`src/logic/phy_pm_pkg.sv`:
```
package phy_pm_pkg;

  // ==========================================================
  // clock and timing
  localparam int unsigned CLK_PERIOD_NS = 10;
  localparam int unsigned REFRESH_TIME_US = 200;
  localparam int unsigned REFRESH_PERIOD_MS = 20;
  localparam int unsigned LINK_PULSE_PERIOD_MS = 16;
  localparam int unsigned WAKE_1000_US = 16;
  localparam int unsigned WAKE_100_US = 30;
  localparam int unsigned LPI_HOLD_GTX_CYCLES = 10;
  localparam int unsigned REFRESH_CYCLES = (REFRESH_TIME_US * 1000) / CLK_PERIOD_NS;
  localparam int unsigned REFRESH_PERIOD_CYCLES = (REFRESH_PERIOD_MS * 1000000) / CLK_PERIOD_NS;
  localparam int unsigned LINK_PULSE_CYCLES = (LINK_PULSE_PERIOD_MS * 1000000) / CLK_PERIOD_NS;
  localparam int unsigned WAKE_1000_CYCLES = (WAKE_1000_US * 1000) / CLK_PERIOD_NS;
  localparam int unsigned WAKE_100_CYCLES = (WAKE_100_US * 1000) / CLK_PERIOD_NS;
  localparam int unsigned TIMER_W = 22;

  // ==========================================================
  // register map (byte addresses)
  localparam logic [7:0] CTRL_ADDR = 8'h00;
  localparam logic [7:0] EEE_ADV_ADDR = 8'h04;
  localparam logic [7:0] SLEEP_CFG_ADDR = 8'h08;
  localparam logic [7:0] TEN_TE_ADDR = 8'h0C;
  localparam logic [7:0] STATUS_ADDR = 8'h10;

  // ==========================================================
  // field positions
  localparam int unsigned CTRL_SPEED_BIT = 6;
  localparam int unsigned CTRL_RESTART_AN_BIT = 9;
  localparam int unsigned CTRL_SOFT_PD_BIT = 11;
  localparam int unsigned CTRL_AN_EN_BIT = 12;
  localparam int unsigned ADV_100_BIT = 1;
  localparam int unsigned ADV_1000_BIT = 2;
  localparam int unsigned SLEEP_EN_BIT = 0;
  localparam int unsigned TEN_TE_BIT = 10;

  // ==========================================================
  // reset values and codes
  localparam logic [31:0] CTRL_RESET = 32'h0000_1040;
  localparam logic [3:0] STRAP_CHIP_PD = 4'h7;
  localparam logic [3:0] LPI_TXD_LO = 4'h1;
  localparam logic [3:0] LPI_TXD_HI = 4'h0;
  localparam logic [1:0] RESP_OKAY = 2'h0;
  localparam logic [1:0] RESP_SLVERR = 2'h2;

  typedef enum logic [2:0] {
    TX_NORMAL = 3'b001,
    TX_LPI_QUIET = 3'b010,
    TX_LPI_REFRESH = 3'b100
  } tx_lpi_state_t;

  // one sampled transmit symbol
  typedef struct packed {
    logic tx_en;
    logic tx_er;
    logic [7:0] txd;
  } tx_symbol_t;

endpackage : phy_pm_pkg

```
`src/logic/phy_power_mgmt_eee_tx_lpi.sv`:
```
// Design decisions made here: register access over AXI4-Lite and the register offsets.
`timescale 1ns/1ps
// Notes on behaviour
// strap code 0111 caught after reset forces chip power-down.
// chip power-down ends only through reset with another strap code.
// control bit 11 set puts block in soft power-down; registers stay reachable.
// clearing control bit 11 leaves soft power-down.
// sleep enable bit acts only with autonegotiation on and no link.
// in energy-detect sleep only periodic link pulses and detection stay alive; sleep here does not stop the transmit path or ten_te_out.
// energy-detect sleep enable is off after reset.
// EEE off by default; enabled by advertisement bits 2 and 1.
// software restarts autonegotiation via control bit 9 to apply advertisement.
// bit 10 of the 10Base-Te register enables reduced amplitude.
// transmit and receive low-power idle are tracked separately.
// in low-power idle a 200 us refresh repeats every 20 ms.
// any traffic leaves low-power idle at once, within wake limits.
// gigabit: enable and data low on rise, error and high nibble on fall.
// 100 Mbps: enable and low nibble on rise, error on fall.
// gigabit idle code: enable low, error high, data 01h.
// 100 Mbps idle code: enable low, error high, low nibble 1.
// idle held while pattern holds; any departure exits.
// MAC stops link clock only after ten cycles of idle code.
// idle state survives a stopped link clock; exit seen at restart.
module phy_power_mgmt_eee_tx_lpi
  import phy_pm_pkg::*;
#(
  parameter int unsigned REFRESH_LEN = REFRESH_CYCLES,
  parameter int unsigned REFRESH_PERIOD = REFRESH_PERIOD_CYCLES,
  parameter int unsigned LINK_PULSE_PERIOD = LINK_PULSE_CYCLES
)
(
  // clock and reset
  input wire logic mclk_in,
  input wire logic reset_n_in,
  // straps and line status
  input wire logic [3:0] mode_strap_in,
  input wire logic link_up_in,
  input wire logic rx_lpi_in,
  // rgmii transmit pins
  input wire logic gtx_clk_in,
  input wire logic tx_ctl_in,
  input wire logic [3:0] txd_in,
  // axi4-lite write
  input wire logic [7:0] s_axi_awaddr,
  input wire logic s_axi_awvalid,
  output logic s_axi_awready,
  input wire logic [31:0] s_axi_wdata,
  input wire logic [3:0] s_axi_wstrb,
  input wire logic s_axi_wvalid,
  output logic s_axi_wready,
  output logic [1:0] s_axi_bresp,
  output logic s_axi_bvalid,
  input wire logic s_axi_bready,
  // axi4-lite read
  input wire logic [7:0] s_axi_araddr,
  input wire logic s_axi_arvalid,
  output logic s_axi_arready,
  output logic [31:0] s_axi_rdata,
  output logic [1:0] s_axi_rresp,
  output logic s_axi_rvalid,
  input wire logic s_axi_rready,
  // power state
  output logic chip_powerdown_out,
  output logic soft_powerdown_out,
  output logic energy_detect_sleep_out,
  output logic link_pulse_out,
  output logic ten_te_out,
  output logic an_restart_out,
  output logic [1:0] eee_active_out,
  // low-power idle
  output logic tx_lpi_out,
  output logic rx_lpi_out,
  output logic refresh_out,
  output logic clk_stop_ok_out,
  output logic [9:0] tx_symbol_out
);

  // ==========================================================
  // helpers
  function automatic logic [31:0] merge_bytes(input logic [31:0] old_v,
                                              input logic [31:0] new_v,
                                              input logic [3:0] strb);
    logic [31:0] r;
    r = old_v;
    for (int i = 0; i < 4; i++) begin
      if (strb[i]) begin
        r[i*8 +: 8] = new_v[i*8 +: 8];
      end
    end
    return r;
  endfunction : merge_bytes

  function automatic logic is_mapped(input logic [7:0] a);
    logic r;
    if (a == CTRL_ADDR) begin
      r = 1'b1;
    end else if (a == EEE_ADV_ADDR || a == SLEEP_CFG_ADDR) begin
      r = 1'b1;
    end else if (a == TEN_TE_ADDR || a == STATUS_ADDR) begin
      r = 1'b1;
    end else begin
      r = 1'b0;
    end
    return r;
  endfunction : is_mapped

  // ==========================================================
  // declarations
  logic [31:0] ctrl_q;
  logic [31:0] eee_adv_q;
  logic sleep_en_q;
  logic ten_te_q;
  logic [1:0] eee_active_q;
  logic adv_pending_q;
  logic an_restart_q;
  logic chip_pd_q;
  logic strap_taken_q;
  logic [7:0] strap_sync_q;
  logic [1:0] rx_meta_q;
  logic [1:0] link_meta_q;
  logic aw_have_q;
  logic w_have_q;
  logic [7:0] awaddr_q;
  logic [31:0] wdata_q;
  logic [3:0] wstrb_q;
  logic wr_fire;
  logic [31:0] status_w;
  logic sleep_active;
  logic pd_any;
  logic [TIMER_W-1:0] pulse_cnt_q;
  logic [TIMER_W-1:0] lpi_cnt_q;
  logic [3:0] hold_cnt_q;
  tx_lpi_state_t tx_state_q;
  logic rise_ok_seen_q;
  logic s_rise;
  logic s_fall;
  logic s_rise_ok;
  logic s_fall_ok;
  tx_symbol_t s_symbol;
  logic speed_1000;
  logic eee_speed_ok;

  rgmii_tx_sampler u_sampler (
    .mclk_in(mclk_in),
    .reset_n_in(reset_n_in),
    .gtx_clk_in(gtx_clk_in),
    .tx_ctl_in(tx_ctl_in),
    .txd_in(txd_in),
    .rise_out(s_rise),
    .fall_out(s_fall),
    .rise_ok_out(s_rise_ok),
    .fall_ok_out(s_fall_ok),
    .symbol_out(s_symbol)
  );

  // ==========================================================
  // axi4-lite slave
  assign wr_fire = aw_have_q & w_have_q & ~s_axi_bvalid;

  always_ff @(posedge mclk_in or negedge reset_n_in) begin
    if (!reset_n_in) begin
      s_axi_awready <= 1'b0;
      s_axi_wready <= 1'b0;
      aw_have_q <= 1'b0;
      w_have_q <= 1'b0;
      awaddr_q <= 8'h00;
      wdata_q <= 32'h0000_0000;
      wstrb_q <= 4'h0;
      s_axi_bvalid <= 1'b0;
      s_axi_bresp <= RESP_OKAY;
    end else begin
      s_axi_awready <= s_axi_awvalid & ~aw_have_q & ~s_axi_awready;
      s_axi_wready <= s_axi_wvalid & ~w_have_q & ~s_axi_wready;
      if (s_axi_awvalid && s_axi_awready) begin
        aw_have_q <= 1'b1;
        awaddr_q <= s_axi_awaddr;
      end
      if (s_axi_wvalid && s_axi_wready) begin
        w_have_q <= 1'b1;
        wdata_q <= s_axi_wdata;
        wstrb_q <= s_axi_wstrb;
      end
      if (wr_fire) begin
        aw_have_q <= 1'b0;
        w_have_q <= 1'b0;
        s_axi_bvalid <= 1'b1;
        s_axi_bresp <= (is_mapped(awaddr_q) && awaddr_q != STATUS_ADDR) ?
                       RESP_OKAY : RESP_SLVERR;
      end else if (s_axi_bready) begin
        s_axi_bvalid <= 1'b0;
      end
    end
  end

  always_ff @(posedge mclk_in or negedge reset_n_in) begin
    if (!reset_n_in) begin
      s_axi_arready <= 1'b0;
      s_axi_rvalid <= 1'b0;
      s_axi_rdata <= 32'h0000_0000;
      s_axi_rresp <= RESP_OKAY;
    end else begin
      s_axi_arready <= s_axi_arvalid & ~s_axi_arready & ~s_axi_rvalid;
      if (s_axi_arvalid && s_axi_arready) begin
        s_axi_rvalid <= 1'b1;
        s_axi_rresp <= is_mapped(s_axi_araddr) ? RESP_OKAY : RESP_SLVERR;
        if (s_axi_araddr == CTRL_ADDR) begin
          s_axi_rdata <= ctrl_q;
        end else if (s_axi_araddr == EEE_ADV_ADDR) begin
          s_axi_rdata <= eee_adv_q;
        end else if (s_axi_araddr == SLEEP_CFG_ADDR) begin
          s_axi_rdata <= {31'h0000_0000, sleep_en_q};
        end else if (s_axi_araddr == TEN_TE_ADDR) begin
          s_axi_rdata <= {21'h00_0000, ten_te_q, 10'h000};
        end else if (s_axi_araddr == STATUS_ADDR) begin
          s_axi_rdata <= status_w;
        end else begin
          s_axi_rdata <= 32'h0000_0000;
        end
      end else if (s_axi_rready) begin
        s_axi_rvalid <= 1'b0;
      end
    end
  end

  // ==========================================================
  // configuration registers; stay writable in soft power-down
  always_ff @(posedge mclk_in or negedge reset_n_in) begin
    if (!reset_n_in) begin
      ctrl_q <= CTRL_RESET;
      eee_adv_q <= 32'h0000_0000;
      sleep_en_q <= 1'b0;
      ten_te_q <= 1'b0;
      adv_pending_q <= 1'b0;
    end else begin
      if (wr_fire && awaddr_q == CTRL_ADDR) begin
        ctrl_q <= merge_bytes(ctrl_q, wdata_q, wstrb_q); // see R3
      end else begin
        ctrl_q[CTRL_RESTART_AN_BIT] <= 1'b0;
      end
      if (wr_fire && awaddr_q == EEE_ADV_ADDR) begin
        eee_adv_q <= merge_bytes(eee_adv_q, wdata_q, wstrb_q) & 32'h0000_0006;
        adv_pending_q <= 1'b1;
      end else if (an_restart_q) begin
        adv_pending_q <= 1'b0;
      end
      if (wr_fire && awaddr_q == SLEEP_CFG_ADDR && wstrb_q[0]) begin
        sleep_en_q <= wdata_q[SLEEP_EN_BIT];
      end
      if (wr_fire && awaddr_q == TEN_TE_ADDR && wstrb_q[1]) begin
        ten_te_q <= wdata_q[TEN_TE_BIT];
      end
    end
  end

  // advertisement applies only once autonegotiation restarts
  always_ff @(posedge mclk_in or negedge reset_n_in) begin
    if (!reset_n_in) begin
      an_restart_q <= 1'b0;
      eee_active_q <= 2'b00;
    end else begin
      an_restart_q <= ctrl_q[CTRL_RESTART_AN_BIT] & ~pd_any;
      if (an_restart_q) begin
        eee_active_q <= {eee_adv_q[ADV_1000_BIT], eee_adv_q[ADV_100_BIT]};
      end
    end
  end

  // ==========================================================
  // straps and power-down
  always_ff @(posedge mclk_in or negedge reset_n_in) begin
    if (!reset_n_in) begin
      strap_taken_q <= 1'b0;
      chip_pd_q <= 1'b0;
    end else if (!strap_taken_q) begin
      strap_taken_q <= 1'b1;
      chip_pd_q <= (strap_sync_q[7:4] == STRAP_CHIP_PD);
    end
  end
  // no path clears chip_pd_q except the reset itself

  // static pins: no reset, so the stages fill while reset is held
  always_ff @(posedge mclk_in) begin
    strap_sync_q <= {strap_sync_q[3:0], mode_strap_in};
  end

  always_ff @(posedge mclk_in or negedge reset_n_in) begin
    if (!reset_n_in) begin
      rx_meta_q <= 2'b00;
      link_meta_q <= 2'b00;
    end else begin
      rx_meta_q <= {rx_meta_q[0], rx_lpi_in};
      link_meta_q <= {link_meta_q[0], link_up_in};
    end
  end

  assign pd_any = chip_pd_q | ctrl_q[CTRL_SOFT_PD_BIT] | ~strap_taken_q;
  assign sleep_active = sleep_en_q & ctrl_q[CTRL_AN_EN_BIT] & ~link_meta_q[1] & ~pd_any;
  assign speed_1000 = ctrl_q[CTRL_SPEED_BIT];
  assign eee_speed_ok = speed_1000 ? eee_active_q[1] : eee_active_q[0];

  // ==========================================================
  // energy-detect sleep link pulses; interval is a trade of
  // wake latency against power
  always_ff @(posedge mclk_in or negedge reset_n_in) begin
    if (!reset_n_in) begin
      pulse_cnt_q <= '0;
      link_pulse_out <= 1'b0;
    end else begin
      link_pulse_out <= 1'b0;
      if (!sleep_active) begin
        pulse_cnt_q <= '0;
      end else if (pulse_cnt_q == TIMER_W'(LINK_PULSE_PERIOD - 1)) begin
        pulse_cnt_q <= '0;
        link_pulse_out <= 1'b1;
      end else begin
        pulse_cnt_q <= pulse_cnt_q + 1'b1;
      end
    end
  end

  // ==========================================================
  // transmit low-power idle
  always_ff @(posedge mclk_in or negedge reset_n_in) begin
    if (!reset_n_in) begin
      tx_state_q <= TX_NORMAL;
      rise_ok_seen_q <= 1'b0;
      lpi_cnt_q <= '0;
    end else begin
      if (s_rise) begin
        rise_ok_seen_q <= s_rise_ok;
      end
      case (tx_state_q)
        TX_NORMAL: begin
          lpi_cnt_q <= '0;
          if (eee_speed_ok && !pd_any && s_fall && s_fall_ok && rise_ok_seen_q) begin
            // 100 Mbps ignores the high nibble
            tx_state_q <= TX_LPI_REFRESH; // see R16
          end else if (eee_speed_ok && !pd_any && !speed_1000 && s_fall && rise_ok_seen_q
                       && s_symbol.tx_er == 1'b1 && !s_symbol.tx_en) begin
            tx_state_q <= TX_LPI_REFRESH;
          end
        end
        TX_LPI_REFRESH: begin
          if (pd_any || (s_rise && !s_rise_ok) ||
              (s_fall && !s_fall_ok && (speed_1000 || !s_symbol.tx_er))) begin
            tx_state_q <= TX_NORMAL; // see R13
          end else if (lpi_cnt_q == TIMER_W'(REFRESH_LEN - 1)) begin
            lpi_cnt_q <= lpi_cnt_q + 1'b1;
            tx_state_q <= TX_LPI_QUIET;
          end else begin
            lpi_cnt_q <= lpi_cnt_q + 1'b1;
          end
        end
        TX_LPI_QUIET: begin
          // no edge while the link clock is stopped: idle holds and the refresh cycle runs on
          if (pd_any || (s_rise && !s_rise_ok) ||
              (s_fall && !s_fall_ok && (speed_1000 || !s_symbol.tx_er))) begin
            tx_state_q <= TX_NORMAL; // see R13
          end else if (lpi_cnt_q == TIMER_W'(REFRESH_PERIOD - 1)) begin
            lpi_cnt_q <= '0;
            tx_state_q <= TX_LPI_REFRESH;
          end else begin
            lpi_cnt_q <= lpi_cnt_q + 1'b1;
          end
        end
        default: begin
          tx_state_q <= TX_NORMAL;
        end
      endcase
    end
  end

  // counts link cycles in idle so software can see when clock stop is legal
  always_ff @(posedge mclk_in or negedge reset_n_in) begin
    if (!reset_n_in) begin
      hold_cnt_q <= 4'h0;
    end else if (tx_state_q == TX_NORMAL) begin
      hold_cnt_q <= 4'h0;
    end else if (s_rise && hold_cnt_q != 4'(LPI_HOLD_GTX_CYCLES)) begin
      hold_cnt_q <= hold_cnt_q + 4'h1;
    end
  end

  // ==========================================================
  // outputs, all registered
  always_ff @(posedge mclk_in or negedge reset_n_in) begin
    if (!reset_n_in) begin
      chip_powerdown_out <= 1'b0;
      soft_powerdown_out <= 1'b0;
      energy_detect_sleep_out <= 1'b0;
      ten_te_out <= 1'b0;
      an_restart_out <= 1'b0;
      eee_active_out <= 2'b00;
      tx_lpi_out <= 1'b0;
      rx_lpi_out <= 1'b0;
      refresh_out <= 1'b0;
      clk_stop_ok_out <= 1'b0;
      tx_symbol_out <= 10'h000;
    end else begin
      chip_powerdown_out <= chip_pd_q;
      soft_powerdown_out <= ctrl_q[CTRL_SOFT_PD_BIT] & ~chip_pd_q;
      energy_detect_sleep_out <= sleep_active;
      ten_te_out <= ten_te_q & ~pd_any;
      an_restart_out <= an_restart_q;
      eee_active_out <= eee_active_q;
      tx_lpi_out <= (tx_state_q != TX_NORMAL);
      rx_lpi_out <= rx_meta_q[1] & |eee_active_q & ~pd_any;
      refresh_out <= (tx_state_q == TX_LPI_REFRESH);
      clk_stop_ok_out <= (hold_cnt_q == 4'(LPI_HOLD_GTX_CYCLES));
      tx_symbol_out <= pd_any ? 10'h000 :
                       {s_symbol.tx_en, s_symbol.tx_er,
                        speed_1000 ? s_symbol.txd : {4'h0, s_symbol.txd[3:0]}};
    end
  end

  assign status_w = {24'h00_0000, adv_pending_q, clk_stop_ok_out, refresh_out,
                     rx_lpi_out, tx_lpi_out, sleep_active, soft_powerdown_out,
                     chip_powerdown_out};

endmodule : phy_power_mgmt_eee_tx_lpi

```
`src/logic/rgmii_tx_sampler.sv`:
```
`timescale 1ns/1ps
module rgmii_tx_sampler
  import phy_pm_pkg::*;
(
  // clock and reset
  input wire logic mclk_in,
  input wire logic reset_n_in,
  // rgmii transmit pins
  input wire logic gtx_clk_in,
  input wire logic tx_ctl_in,
  input wire logic [3:0] txd_in,
  // sampled view
  output logic rise_out,
  output logic fall_out,
  output logic rise_ok_out,
  output logic fall_ok_out,
  output tx_symbol_t symbol_out
);

  // ==========================================================
  // two-stage synchronisers
  logic [5:0] meta_q;
  logic [5:0] sync_q;
  logic clk_prev_q;

  always_ff @(posedge mclk_in or negedge reset_n_in) begin
    if (!reset_n_in) begin
      meta_q <= 6'h00;
      sync_q <= 6'h00;
      clk_prev_q <= 1'b0;
    end else begin
      meta_q <= {gtx_clk_in, tx_ctl_in, txd_in};
      sync_q <= meta_q;
      clk_prev_q <= sync_q[5];
    end
  end

  // ==========================================================
  // edge capture; data is stable for half a link period so
  // the shared latency keeps clock and data aligned
  always_ff @(posedge mclk_in or negedge reset_n_in) begin
    if (!reset_n_in) begin
      rise_out <= 1'b0;
      fall_out <= 1'b0;
      rise_ok_out <= 1'b0;
      fall_ok_out <= 1'b0;
      symbol_out <= '0;
    end else begin
      rise_out <= sync_q[5] & ~clk_prev_q;
      fall_out <= ~sync_q[5] & clk_prev_q;
      if (sync_q[5] && !clk_prev_q) begin
        symbol_out.tx_en <= sync_q[4]; // see R14
        symbol_out.txd[3:0] <= sync_q[3:0];
        rise_ok_out <= ~sync_q[4] & (sync_q[3:0] == LPI_TXD_LO); // see R16
      end
      if (!sync_q[5] && clk_prev_q) begin
        symbol_out.tx_er <= sync_q[4] ^ symbol_out.tx_en;
        symbol_out.txd[7:4] <= sync_q[3:0];
        fall_ok_out <= (sync_q[4] ^ symbol_out.tx_en) & (sync_q[3:0] == LPI_TXD_HI);
      end
    end
  end

endmodule : rgmii_tx_sampler

```
`config.mk`:
```
export PLATFORM = sky130hd
export DESIGN_NAME = phy_power_mgmt_eee_tx_lpi
export DESIGN_NICKNAME = d
export VERILOG_FILES = /design/src/logic/phy_pm_pkg.sv /design/src/logic/phy_power_mgmt_eee_tx_lpi.sv /design/src/logic/rgmii_tx_sampler.sv
export SDC_FILE = /design/constraint.sdc
export NUM_CORES = 1
export LEC_CHECK = 0
export ABC_AREA = 0
export BUFFER_PORTS_ARGS = -buffer_cell sky130_fd_sc_hd__buf_4
export CAP_MARGIN = 20
export CORE_MARGIN = 2
export CORE_UTILIZATION = 61
export DETAILED_ROUTE_END_ITERATION = 16
export GPL_TIMING_DRIVEN = 0
export PLACE_DENSITY = 0.84
export SYNTH_ARGS = -nofsm -noshare
export SYNTH_HDL_FRONTEND = slang
export SYNTH_SLANG_ARGS = --single-unit
```
`constraint.sdc`:
```
create_clock -name mclk_in -period 4.45 [get_ports mclk_in]
set_clock_uncertainty 0.2 [all_clocks]
set_input_delay 0.445 -clock mclk_in [delete_from_list [all_inputs] [get_ports mclk_in]]
set_output_delay 0.445 -clock mclk_in [all_outputs]
set_load 0.01 [all_outputs]
```
==> results.json <==
{
  "port_buffers": 131,
  "post-route-period-util": 0.597,
  "min_period_ns": 2.66,
  "tightestPinTransition_ns": 0.890,
  "path_buf_inv": 0,
  "tns_ns": 0,
  "start_kind": "flop",
  "synth_area_leaders": "dfrtp_1 60%, mux2_2 11%, a22o_1 2.2%",
  "crit_type": "reg2reg",
  "drive_above_1_share": 0.280,
  "synth_area_leader_cell": "dfrtp_1",
  "syn_area_per_cell_um2": 12.6,
  "h-tree-depth": 1,
  "clockBufferDepth": 3,
  "hold_depth": 2,
  "ir_worst_vdd_mv": 0.300,
  "fp.coreArea_mm2": 0.0153,
  "hold_end": "s_axi_wready$_DFF_PN0_",
  "slowest_delay_ns": 0.55,
  "clkSinkCount": 240,
  "layout_commonest_cell": "dfrtp_1",
  "hold_viol": 0,
  "path_cells": "or4_4 > nor4_4 > nor3b_4 > nand2_4 > mux2_2",
  "routed_via_density": 5.68,
  "ys_seq_area_frac": 0.626,
  "die_h_um": 129,
  "first_pass_iters": 4,
  "synth_flop_cell": "dfrtp_1",
  "reg2reg_slack_ns": 1.79,
  "outcome": "complete, no violations",
  "p_int_uw": 4060,
  "multi_input_area_mm2": 0.00338,
  "cts-resized-gates": 0,
  "rows": 45,
  "grt_pass1_vias": 7027,
  "place_hpwl_um": 13500,
  "max-cap-violations": 0,
  "yosys_warnings": 0,
  "track_usage": 0.280,
  "die_area_mm2": 0.0166,
  "grt_max_degree": 120,
  "numCtsBuffers": 24,
  "yosys.area.top_type_share": 0.601,
  "end_kind": "flop",
  "ioPinCount": 134,
  "maxSlewViolCount": 0,
  "p_switching_uw": 1280,
  "fillCellCount": 843,
  "drt-initial-drc-count": 423,
  "grt_overflow": 0,
  "slew-limit-headroom": 0.402,
  "pwr-share-clk": 0.381,
  "mostFrequentLayoutCells": "229 x dfrtp_1, 132 x buf_4, 92 x mux2_2, 61 x dlygate4sd3_1, 52 x nand2_1",
  "synth_seq_cells": 240,
  "fin_util": 0.802,
  "synthesis.area_mm2": 0.00953,
  "worstReg2RegStart": "awaddr_q[1]$_DFFE_PN0P_",
  "rsz0062_at_grt": "no",
  "synth-edff-count": 0,
  "synthCells": 757,
  "ant_nets": 0,
  "clkLatencyLatePin_ns": 0.51,
  "cp_max_fo": 8,
  "cts_tree": "built",
  "root_buffer": "clkbuf_16",
  "power_density_mw_per_mm2": 437,
  "worst_r2r_endpoint": "ctrl_q[19]$_DFFE_PN0P_",
  "gp_congestion": 0.867,
  "clk_pin_slew_ns": 0.06,
  "hold_path.class": "in2reg",
  "power.leakage_uw": 0.00570,
  "critPathTopFamily": "simple AND/OR/NAND/NOR gates",
  "worstPathRequired_ns": 4.64,
  "wl_per_cell_um": 18.6,
  "area.sequential_mm2": 0.00597,
  "drt-total-wl_um": 22400,
  "antenna_cells": 0,
  "clock.fmax_mhz": 376,
  "p_sw_frac": 0.240,
  "nets": 1052,
  "cts_hold_buf": 61,
  "vias": 6843,
  "worst-path-stages": 5,
  "setup_viol": 0,
  "drcViolationCount": 0,
  "rr_worst_depth": 5,
  "worstPathArrival_ns": 2.85,
  "power.share.sequential": 0.505,
  "grt_pass1_wl_um": 36600,
  "synth_cell_type_count": 58,
  "worst_hold_startpoint": "s_axi_wvalid",
  "initial_core_util": 0.625,
  "antenna_found_initial": 0,
  "critPathLaunch": "awaddr_q[1]$_DFFE_PN0P_",
  "power_frac_comb": 0.114,
  "postCtsSetupRepairBufs": 0,
  "crit_slowest_cell": "or4_4",
  "die_w_um": 129,
  "synthToLayoutAreaGrowth_pct": 28.3,
  "synthArstFlopShare": 0.967
}
## worst max path at each step
stage,endpoint,slack (ns)
2_1_floorplan,ctrl_q[20]$_DFFE_PN0P_,2.10
3_3_place_gp,tx_symbol_out[1]$_DFF_PN0_,1.06
3_5_place_dp,s_axi_rdata[22]$_DFFE_PN0P_,1.66
4_1_cts,lpi_cnt_q[13]$_DFFE_PN0P_,1.79
5_1_grt,lpi_cnt_q[13]$_DFFE_PN0P_,1.58
6_report,ctrl_q[19]$_DFFE_PN0P_,1.79
## sequential cells by signal, summed over array words and instances (netlist names), 2 cells and up
name / count
link_meta_q: 2
tx_symbol_out: 10
strap_sync_q: 8
lpi_cnt_q: 22
eee_adv_q: 2
ctrl_q: 32
rx_meta_q: 2
hold_cnt_q: 4
u_sampler.symbol_out: 10
u_sampler.meta_q: 6
u_sampler.sync_q: 6
s_axi_rdata: 32
tx_state_q: 3
eee_active_out: 2
eee_active_q: 2
pulse_cnt_q: 22
wdata_q: 32
wstrb_q: 4
awaddr_q: 8
## worst reg2reg max path: cells and delay by family (launching register included)
family	cells	cell delay [ns]
AND/OR/NAND/NOR	4	1.63
flip-flops	1	0.38
multiplexers	1	0.33
## power groups by stage
stage / sequential [uW] / clock, uW / combinational, uW
after floorplan: 2670 / 0 / 339
after global placement: 2690 / 0 / 517
after detailed placement: 2720 / 0 / 541
after CTS: 2680 / 2060 / 595
after global routing: 2730 / 2170 / 660
final: 2700 / 2040 / 608
## metrics by stage
stage / std cells / power [uW] / hold WS, ns / worst slack, ns / cell area [um2]
after floorplan: 758 / 3010 / -0.0506 / 2.10 / 9540
after global placement: 1100 / 3210 / 0.111 / 1.06 / 10800
after detailed placement: 1101 / 3260 / 0.113 / 1.66 / 10800
after CTS: 1205 / 5340 / 0.000112 / 1.79 / 12200
after global routing: 1205 / 5560 / 0.0126 / 1.58 / 12200
final: 1205 / 5350 / 0.0145 / 1.79 / 12200
## synthesized netlist by cell type, types with 2 or more instances
cell type	number
o21ai_0	23
dfstp_2	3
dfrtp_1	229
ha_1	4
nor3_1	7
nand2_4	4
nand3_1	39
nand4_1	22
a22o_1	24
clkbuf_1	23
xnor2_1	13
dfxtp_1	8
or3_1	15
nand2_1	52
a31oi_1	2
nor2_1	44
nand4b_1	2
and3_1	11
nand3b_1	4
or4_1	5
inv_1	19
o22ai_1	3
nor2b_1	10
nor3b_1	6
buf_4	2
a21oi_1	13
nor4_1	8
o211ai_1	3
and3b_1	2
xor2_1	11
and2_1	11
buf_2	2
mux2_2	92
a22oi_1	6
a21boi_0	2
nand2b_1	3
and4_1	7
conb_1	2
o221ai_1	2
## routing by layer
metal / track usage / wire, um / up-vias
li1: - / - / 3139
met1: 0.370 / 9320 / 3426
met2: 0.484 / 11400 / 224
met3: 0.0425 / 1170 / 54
met4: 0.0908 / 578 / 0
met5: 0 / 0 / -
## kinds of logic after synthesis
logic type | Yosys count | synth area share
xor+xnor | 24 | 0.0220
other cells | 2 | 0.000788
simple gates | 260 | 0.151
buf+inv | 47 | 0.0196
mux | 94 | 0.111
flops | 240 | 0.626
compound gates | 86 | 0.0640
fa+ha+maj | 4 | 0.00525
## area by class of cell
| class | instances | area share |
|---|---|---|
| Sequential cell | 240 | 0.488 |
| Multi-Input combinational cell | 471 | 0.276 |
| Timing Repair Buffer | 193 | 0.133 |
| Clock buffer | 38 | 0.0592 |
| Tap cell | 211 | 0.0216 |
| Buffer | 28 | 0.00941 |
| Clock inverter | 5 | 0.00634 |
| Inverter | 19 | 0.00583 |
(Power assumes the default switching activity.)
